==> src/rtl/sdw_pkg.sv <==
// Package with constants and types for the serial converter write interface.
// Overview of operation
// - Frame held 24 falling edges; load on 24th
// - Early sync rise discards frame, no update
// - Power-up output zero or midscale until write
// - Refresh at 10 kHz, alternating code, code+1
// - Shift data on each falling clock edge
// - Frame: 2 ignored, 2 reserved, 18 code, 2 ignored
// - Coarse 16 bits; 2 bits pick duty 0-75%
package sdw_pkg;

  localparam int FRAME_BITS = 24;
  localparam logic [4:0] FRAME_LAST = 5'h17;
  localparam int CODE_MSB = 21;
  localparam int CODE_LSB = 4;
  localparam int INTERP_MSB = 3;
  localparam int INTERP_LSB = 2;
  localparam logic [15:0] ZERO_CODE = 16'h0000;
  localparam logic [15:0] MID_CODE = 16'h8000;
  localparam int CLK_HZ = 125000000;
  localparam int UPDATE_HZ = 10000;
  localparam int UPDATE_CYCLES = CLK_HZ / UPDATE_HZ;
  localparam int SUB_CYCLES = UPDATE_CYCLES / 4;
  localparam logic [1:0] PHASES = 2'h3;

  typedef enum logic [2:0] {
    SDW_IDLE = 3'b001,
    SDW_SHIFT = 3'b010,
    SDW_DONE = 3'b100
  } sdw_state_t;

endpackage

==> src/rtl/sdw_sync.sv <==
// Two flip-flop synchroniser for one pin input.
`timescale 1ns/1ps
module sdw_sync
  import sdw_pkg::*;
(
  input  wire logic clk,
  input  wire logic rst,
  input  wire logic pinIn,
  output logic      pinOut
);

  typedef struct packed {
    logic meta;
    logic stable;
  } sdw_sync_t;

  sdw_sync_t s;
  sdw_sync_t next_s;

  always_comb
  begin
    next_s.meta = pinIn;
    next_s.stable = s.meta;
  end

  always_ff @(posedge clk or posedge rst)
  begin
    if (rst)
    begin
      s <= '0;
    end
    else
    begin
      s <= next_s;
    end
  end

  assign pinOut = s.stable;

endmodule

==> src/rtl/sdw_serial_dac_write_interface.sv <==
// Serial write front end: frame receiver, converter register and interpolator.
`timescale 1ns/1ps
module sdw_serial_dac_write_interface
  import sdw_pkg::*;
#(
  parameter int UPDATE_CNT = UPDATE_CYCLES,
  parameter bit MIDSCALE_START = 1'b0
)
(
  input  wire logic        mclk,
  input  wire logic        rst,
  input  wire logic        frameSyncN,
  input  wire logic        serialClk,
  input  wire logic        serialData,
  output logic [15:0]      dacInput,
  output logic [15:0]      coarseCode,
  output logic [1:0]       interpCode,
  output logic             loadPulse,
  output logic             abortPulse,
  output logic             tickPulse
);

  localparam int SUB_CNT = UPDATE_CNT / 4;

  typedef struct packed {
    sdw_state_t  state;
    logic [23:0] shiftReg;
    logic [4:0]  bitCount;
    logic        syncPrev;
    logic        clkPrev;
    logic        dataHold;
    logic [15:0] coarse;
    logic [1:0]  interp;
    logic [15:0] dacOut;
    logic [31:0] subCount;
    logic [1:0]  phase;
    logic        load;
    logic        abort;
    logic        tick;
  } sdw_core_t;

  sdw_core_t r;
  sdw_core_t next_r;
  logic      syncN;
  logic      syncLow;
  logic      sclk;
  logic      sdata;

  // ----------------------------------------------------------------
  // Pin synchronisers
  // ----------------------------------------------------------------
  // The synchronisers clear to zero on reset. Frame sync idles high, so it is
  // carried inverted through its synchroniser. Otherwise the synchronised copy
  // would read low after reset and look like a falling edge of frame sync,
  // which would start a false frame that then ends in an abort.
  sdw_sync uSyncFs
  (
    .clk    (mclk),
    .rst    (rst),
    .pinIn  (~frameSyncN),
    .pinOut (syncLow)
  );

  assign syncN = ~syncLow;

  // The serial clock idles low, which matches the reset value of its synchroniser.
  sdw_sync uSyncCk
  (
    .clk    (mclk),
    .rst    (rst),
    .pinIn  (serialClk),
    .pinOut (sclk)
  );

  // Data passes the same two stages as the clock, so both keep their alignment.
  sdw_sync uSyncDt
  (
    .clk    (mclk),
    .rst    (rst),
    .pinIn  (serialData),
    .pinOut (sdata)
  );

  // ----------------------------------------------------------------
  // Next state
  // ----------------------------------------------------------------
  always_comb
  begin
    next_r = r;
    next_r.syncPrev = syncN;
    next_r.clkPrev = sclk;
    next_r.dataHold = sdata;
    next_r.load = 1'b0;
    next_r.abort = 1'b0;
    next_r.tick = 1'b0;
    // Data is taken one cycle late so it pairs with the synchronised clock edge.
    unique case (r.state)
      SDW_IDLE:
      begin
        if (r.syncPrev && !syncN)
        begin
          next_r.state = SDW_SHIFT;
          next_r.bitCount = 5'h00;
          next_r.shiftReg = 24'h000000;
        end
      end
      SDW_SHIFT:
      begin
        if (syncN)
        begin
          next_r.state = SDW_IDLE;
          next_r.shiftReg = 24'h000000;
          next_r.bitCount = 5'h00;
          next_r.abort = 1'b1;
        end
        else if (r.clkPrev && !sclk)
        begin
          next_r.shiftReg = {r.shiftReg[22:0], r.dataHold};
          next_r.bitCount = r.bitCount + 5'h01;
          if (r.bitCount == FRAME_LAST)
          begin
            // Bits 23:22 and 1:0 are ignored; reserved 21:20 are discarded.
            next_r.coarse = {r.shiftReg[18:3]};
            next_r.interp = {r.shiftReg[2], r.shiftReg[1]};
            next_r.load = 1'b1;
            next_r.state = SDW_DONE;
          end
        end
      end
      SDW_DONE:
      begin
        if (syncN)
        begin
          next_r.state = SDW_IDLE;
        end
      end
      default:
      begin
        next_r.state = SDW_IDLE;
      end
    endcase

    // ----------------------------------------------------------------
    // Interpolator
    // ----------------------------------------------------------------
    // Four sub-slots make one update period, with code+1 in the first N slots.
    // A newly loaded code takes effect at the next slot boundary, so the
    // output never shows a partly updated slot.
    // Code+1 saturates at full scale rather than wrapping back to zero.
    if (r.subCount >= 32'(SUB_CNT - 1))
    begin
      next_r.subCount = 32'h00000000;
      next_r.phase = r.phase + 2'h1;
      if (r.phase == PHASES)
      begin
        next_r.tick = 1'b1;
      end
      if ((r.phase + 2'h1) < r.interp && r.coarse != 16'hFFFF)
      begin
        next_r.dacOut = r.coarse + 16'h0001;
      end
      else
      begin
        next_r.dacOut = r.coarse;
      end
    end
    else
    begin
      next_r.subCount = r.subCount + 32'h00000001;
    end
  end

  // ----------------------------------------------------------------
  // State register
  // ----------------------------------------------------------------
  always_ff @(posedge mclk or posedge rst)
  begin
    if (rst)
    begin
      r <= '0;
      r.state <= SDW_IDLE;
      r.syncPrev <= 1'b1;
      r.coarse <= MIDSCALE_START ? MID_CODE : ZERO_CODE;
      r.dacOut <= MIDSCALE_START ? MID_CODE : ZERO_CODE;
    end
    else
    begin
      r <= next_r;
    end
  end

  // ----------------------------------------------------------------
  // Outputs
  // ----------------------------------------------------------------
  // Every output is a field of the state register, so it comes from a flip-flop.
  assign dacInput = r.dacOut;
  assign coarseCode = r.coarse;
  assign interpCode = r.interp;
  assign loadPulse = r.load;
  assign abortPulse = r.abort;
  assign tickPulse = r.tick;

endmodule

==> config.mk <==
export PLATFORM = sky130hd
export DESIGN_NAME = sdw_serial_dac_write_interface
export DESIGN_NICKNAME = d
export VERILOG_FILES = /design/src/rtl/sdw_pkg.sv /design/src/rtl/sdw_sync.sv /design/src/rtl/sdw_serial_dac_write_interface.sv
export SDC_FILE = /design/constraint.sdc
export NUM_CORES = 1
export LEC_CHECK = 0
export BUFFER_PORTS_ARGS = -buffer_cell sky130_fd_sc_hd__buf_2
export CELL_PAD_IN_SITES_DETAIL_PLACEMENT = 0
export CELL_PAD_IN_SITES_GLOBAL_PLACEMENT = 1
export CORE_ASPECT_RATIO = 0.9
export CORE_MARGIN = 2
export CORE_UTILIZATION = 35
export CTS_BUF_LIST = sky130_fd_sc_hd__clkbuf_8
export DETAILED_ROUTE_END_ITERATION = 16
export PLACE_DENSITY_LB_ADDON = 0.3
export SLEW_MARGIN = 20
export SYNTH_ARGS = -nofsm -noshare
export SYNTH_HDL_FRONTEND = slang
export SYNTH_HIERARCHICAL = 1
export SYNTH_SLANG_ARGS = --single-unit
==> constraint.sdc <==
create_clock -name mclk -period 3.2 [get_ports mclk]
set_input_delay 0 -clock mclk [delete_from_list [all_inputs] [get_ports mclk]]
set_output_delay 0 -clock mclk [all_outputs]
set_load 0.1 [all_outputs]
==> metrics.cfg, run 1 <==
[yosys]
ys_seq_area_frac=0.5599
synth_warnings=6
synth_area_sq_um=4787
synth_area_per_cell_sq_um=11.18
synthFlopType=dfrtp_1
synth-seq-cells=107
synthArstFlopShare=1.000
netlist-cell-type-count=51
synthCells=428
synth_edf_count=0

[floorplanning]
placementRows=40
initial_core_util=0.3582
die_area_sq_um=14630
die_w_um=127.3
die_h_um=115.0
core_sq_um=13360
ioPinCount=42

[grt]
grt_pass1_wl_um=16280
grt_usage=0.1401
gr-total-overflow=0
grt_pass1_vias=3176
grt_max_degree=71
antenna_found_initial=0

[cts]
cts_tree=built
clkSinkCount=107
clock_path_buffers=2
cts_setup_buffers=0
cts_resized=0
clockRootBuffer=clkbuf_8
ctsHoldBuffers=4
clk_pin_slew_ns=0.11
numCtsBuffers=9
h-tree-depth=3
clk_latency_ns=0.38

[critical_path]
cp.required_ns=3.51
r2r_start=r[3]
crit_end=dacInput[11]
startpoint_type=flop
r2r_cells=6
critPathLaunch=r[3]
rr_endpoint=dacInput[11]
reg2reg_slack_ns=0.58
path_class=reg2reg
cp_max_fo=11
worstPathArrival_ns=2.92
worstSetupEndpointType=flop

[final_layout]
nets=470
final_common_cell=dfrtp_1
syn_to_final_growth_pct=9.305
insertedDiodeCount=0
final_cell_mix=dfrtp_1 (105), buf_2 (41), nand2_1 (38)
drive_gt1_frac=0.2069

[timing]
final_hold_viol_count=0
max_slew_margin=0.4348
worst_pin_slew_ns=0.8477
fmax_mhz=382.4
period_needed_ns=2.615
grt_setup_unrepaired=false
drv_slew=0
setup_tns_ns=0
clock_skew_ns=0.01539
fin_crit_sh=0.8172
setup_violations=0
setup_ws_ns=0.5849

[routing]
wirelength_um=9466
viasPerCell=5.013
first_pass_iters=4
post_drt_wl_per_cell_um=14.98
dr.first_iter.drc_count=192
vias=3168
route.detailed.drc=0
ant_nets=0

[power_and_ir_drop]
p_leak_nw=2.318
ir_worst_vdd_mv=0.2372
power.density_nw_per_um2=439.9

[outcome]
outcome=finished clean

[placement]
gp_congestion=0.8290
post-place-ws_ns=0.3831
port_buffers=41
post-dp-hpwl_um=6717

[run]
maxCapViolCount=0

[worst_hold_path]
hold_class=in2async

==> layout make-up <==
class / count / area (sq um)
repair buffers: 52 / 297.8
clock inverters: 7 / 78.83
inverters: 13 / 51.30
multi-input cells: 276 / 1790
clock buffers: 9 / 123.9
well taps: 168 / 210.2
flip-flops and latches: 107 / 2680
fillers: 1318 / 8130
==> worst min path at each step <==
stage,from,to,slack (ns)
floorplan,rst,uSyncCk/next_s[0],-0.26
global placement,rst,uSyncCk/next_s[0],-0.09
detailed placement,rst,uSyncDt/pinOut,-0.09
CTS,rst,uSyncCk/pinOut,0.02
global route,rst,uSyncCk/pinOut,0.04
finish,rst,uSyncCk/pinOut,0.04
==> sequential cells by signal, indices dropped and copies added, names as in the netlist, 2 cells and up <==
register    count
coarseCode     16
dacInput       16
interpCode      2
r              64
==> worst max-delay path, stage by stage, from the launching register on <==
cell and delay, ns:
dfrtp_1 0.42, ha_1 0.32, ha_1 0.27, a21boi_1 0.22, or3_1 0.57, or4_1 0.55, a31oi_1 0.20
==> kinds of logic (layout without fill, tap and decap cells) <==
| group | after synthesis | after routing | synth area share |
|---|---|---|---|
| DFF | 107 | 107 | 0.5599 |
| xor gates and xnor gates | 13 | 13 | 0.02378 |
| other | 1 | 20 | 0.0007834 |
| buffers and inverters | 64 | 81 | 0.08416 |
| AOI/OAI and AO/OA | 61 | 61 | 0.08129 |
| and+or+nand+nor | 147 | 147 | 0.1686 |
| muxes | 29 | 29 | 0.06587 |
| adders and majority gates | 6 | 6 | 0.01568 |
==> where the power goes <==
group	switching, W	internal [W]	total, W
clock	0.000478	0.000369	0.000847
combinational	0.0000518	0.0000188	0.0000706
sequential	0.0000108	0.00137	0.00138
total	0.000541	0.00176	0.00230
==> through the flow <==
| step | power, W | instance area, sq um | util | hold WS (ns) | instances |
|---|---|---|---|---|---|
| floorplan | 0.001458 | 4858 | - | -0.2588 | 447 |
| global placement | 0.001479 | 4986 | 0.3731 | -0.09265 | 612 |
| detailed placement | 0.001481 | 4986 | 0.3731 | -0.09329 | 612 |
| CTS | 0.002337 | 5229 | 0.3913 | 0.02065 | 632 |
| global route | 0.002407 | 5233 | 0.3916 | 0.03861 | 632 |
| finish | 0.002302 | 5233 | 0.3916 | 0.04091 | 632 |
==> synth_stat cells, types with 8 or more instances <==
library cell	count	area [sq um]
inv_1	13	48.80
a31oi_1	14	87.58
o31ai_1	9	67.56
mux2i_1	9	90.09
nor4_1	23	143.9
nand4_1	8	50.05
o21ai_0	19	95.09
mux2_2	20	225.2
xor2_1	8	70.07
clkbuf_1	9	33.78
or3_1	9	56.30
or4_1	9	67.56
nor2_1	24	90.09
nand2_1	38	142.6
nand3_1	11	55.05
dfrtp_1	105	2628
buf_4	34	255.2
==> per-layer routing <==
layer	global-route usage	share of wire
met2	0.2193	0.46
met5	0	0
met3	0.04421	0.037
met4	0.03736	0.0082
met1	0.1899	0.50
(Power assumes the default switching activity.)
==> run 2, diff against run 1 <==
- clock period: 3.2 -> 2.7 ns (I/O delays scaled with it)
==> run 2 against run 1 <==
  * Via count grew 1.6%
  * Count of clock-buffer cells in the layout stayed put
  * Global-route usage hardly changed
  * Utilization up 0.075 points
  * Die area is the same
  * Fmax grew 2.8%
  * Sequential power increased by 19%
  * Worst setup slack worse by 0.43 ns
  * Critical path depth did not move
  * Combinational power is 22% higher
  * Critical path type unchanged
  * Largest cell class unchanged
  * Highest routed layer unchanged
==> metrics.cfg, run 2 (synthesized netlist as in run 1, its figures left out) <==
[timing]
clock_skew_ns=0.01812  ; was 0.01539 ns
setup_ws_ns=0.1564  ; was 0.5849 ns
worst_pin_slew_ns=0.7498  ; was 0.8477 ns
setup_tns_ns=0  ; unchanged
drv_slew=0  ; unchanged
fin_crit_sh=0.9421  ; was 0.8172
grt_setup_unrepaired=false  ; unchanged
final_hold_viol_count=0  ; unchanged
period_needed_ns=2.544  ; was 2.615 ns
setup_violations=0  ; unchanged
fmax_mhz=393.1  ; was 382.4 MHz
max_slew_margin=0.4955  ; was 0.4348

[power_and_ir_drop]
ir_worst_vdd_mv=0.2969  ; was 0.2372 mV
pwr-share-clk=0.339  ; was 0.368
p_int_w=0.001991  ; was 0.001761 W
p_leak_nw=2.318  ; about the same
power.density_nw_per_um2=498.4  ; was 439.9 nW/um^2
finalPower_w=0.002613  ; was 0.002302 W
p_seq_frac=0.628  ; was 0.602
power.switching_w=0.0006221  ; was 0.0005406 W
p_sw_frac=0.2381  ; was 0.2349
p_comb_frac=0.033  ; was 0.031

[grt]
antenna_found_initial=0  ; unchanged
gr-total-overflow=0  ; unchanged
grt_max_degree=85  ; was 71
grt_pass1_vias=3248  ; was 3,176
grt_pass1_wl_um=16430  ; was 16,280 um
grt_usage=0.1405  ; was 0.1401

[cts]
clock_path_buffers=2  ; unchanged
numCtsBuffers=9  ; unchanged
cts_resized=0  ; unchanged
cts_setup_buffers=0  ; unchanged
h-tree-depth=3  ; unchanged
clk_latency_ns=0.37  ; was 0.38 ns
clk_pin_slew_ns=0.09  ; was 0.11 ns
ctsHoldBuffers=4  ; unchanged
clockRootBuffer=clkbuf_8  ; unchanged
clkSinkCount=107  ; unchanged
cts_tree=built  ; unchanged

[critical_path]
r2r_start=r[3]  ; unchanged
worstSetupEndpointType=flop  ; unchanged
crit_top_cell=ha_1  ; unchanged
rr_endpoint=dacInput[11]  ; unchanged
r2r_cells=6  ; unchanged
worstPathCellList=ha_1, ha_1, nand4b_1, or3_1, or4_1, a31oi_1  ; was ha_1, ha_1, a21boi_1, or3_1, or4_1, a31oi_1
worstPathArrival_ns=2.83  ; was 2.92 ns
path_class=reg2reg  ; unchanged
slowest_delay_ns=0.54  ; was 0.57 ns
reg2reg_slack_ns=0.16  ; was 0.58 ns
cp.required_ns=2.98  ; was 3.51 ns
crit_path_top_delay_cell=or4_1  ; was or3_1
cp_max_fo=11  ; unchanged
startpoint_type=flop  ; unchanged

[routing]
first_pass_iters=4  ; unchanged
wirelength_um=9543  ; was 9466 um
vias=3218  ; was 3,168
dr.first_iter.drc_count=187  ; was 192
post_drt_wl_per_cell_um=14.96  ; was 14.98 um
viasPerCell=5.044  ; was 5.013
ant_nets=0  ; unchanged
route.detailed.drc=0  ; unchanged

[final_layout]
nets=475  ; was 470
final_common_cell=dfrtp_1  ; unchanged
top_register=r  ; unchanged
largest_reg_flops=64  ; unchanged
fin_area_sq_um=5243  ; was 5233 sq um
utilization=0.3923  ; was 0.3916
drive_gt1_frac=0.2132  ; was 0.2069
final_cell_mix=dfrtp_1 (105), buf_2 (41), nand2_1 (38)  ; unchanged
nFillCells=1298  ; was 1,318
syn_to_final_growth_pct=9.514  ; was 9.305%

[placement]
place_area_sq_um=5024  ; was 4986 sq um
post-place-ws_ns=0.1851  ; was 0.3831 ns
post-dp-hpwl_um=6657  ; was 6717 um
port_buffers=41  ; unchanged
gp_congestion=0.8084  ; was 0.8290

[outcome]
outcome=finished clean  ; unchanged

[floorplanning]
die_w_um=127.3  ; unchanged
ioPinCount=42  ; unchanged
placementRows=40  ; unchanged
core_sq_um=13360  ; unchanged
initial_core_util=0.3582  ; unchanged
die_h_um=115.0  ; unchanged
die_area_sq_um=14630  ; unchanged

[worst_hold_path]
hold_class=in2async  ; unchanged

[run]
maxCapViolCount=0  ; unchanged

## run 2: worst max-delay path, delay by kind of cell, from the launching register on
family / cells / cell delay (ns)
AOI/OAI and AO/OA: 1 / 0.16
adders and majority gates: 2 / 0.60
DFF: 1 / 0.41
and+or+nand+nor: 3 / 1.29
## run 2: metrics by stage
step | cells | hold slack, ns
6_report | 638 | 0.08394
5_1_grt | 637 | 0.06969
4_1_cts | 637 | 0.04183
3_5_place_dp | 617 | -0.09412
3_3_place_gp | 617 | -0.09742
2_1_floorplan | 447 | -0.2588
## run 2: worst max-delay path by stage
| stage | slack, ns | start | cells after the start | endpoint |
|---|---|---|---|---|
| after floorplan | 0.06 | rst | 1 | abortPulse |
| after global placement | 0.23 | r[3] | 6 | dacInput[11] |
| after detailed placement | 0.19 | r[3] | 6 | dacInput[11] |
| after CTS | 0.16 | r[3] | 6 | dacInput[11] |
| after global routing | 0.004 | r[3] | 6 | dacInput[11] |
| final | 0.16 | r[3] | 6 | dacInput[11] |
## run 2: layout make-up
type	count	area, sq um	area share
multi-input cells	276	1787	0.3408
repair buffers	57	335.3	0.06396
diodes	1	2.502	0.0004773
inverters	13	53.80	0.01026
clock inverters	7	50.05	0.009547
well taps	168	210.2	0.04010
clock buffers	9	123.9	0.02363
flip-flops and latches	107	2680	0.5112
## run 2: layer usage
layer | routed length (um) | track usage | vias up
met5 | 0 | 0 | -
met4 | 158 | 0.05201 | 0
met3 | 362 | 0.03490 | 18
met2 | 4502 | 0.2267 | 63
met1 | 4519 | 0.1849 | 1572
li1 | - | - | 1565
## run 2: power by group through the flow
stage / clock (W) / sequential (W) / combinational, W
floorplan: 0 / 0.00167 / 0.0000571
global placement: 0 / 0.00167 / 0.0000825
detailed placement: 0 / 0.00167 / 0.0000844
CTS: 0.000932 / 0.00164 / 0.0000888
global route: 0.000996 / 0.00164 / 0.000101
finish: 0.000886 / 0.00164 / 0.0000861
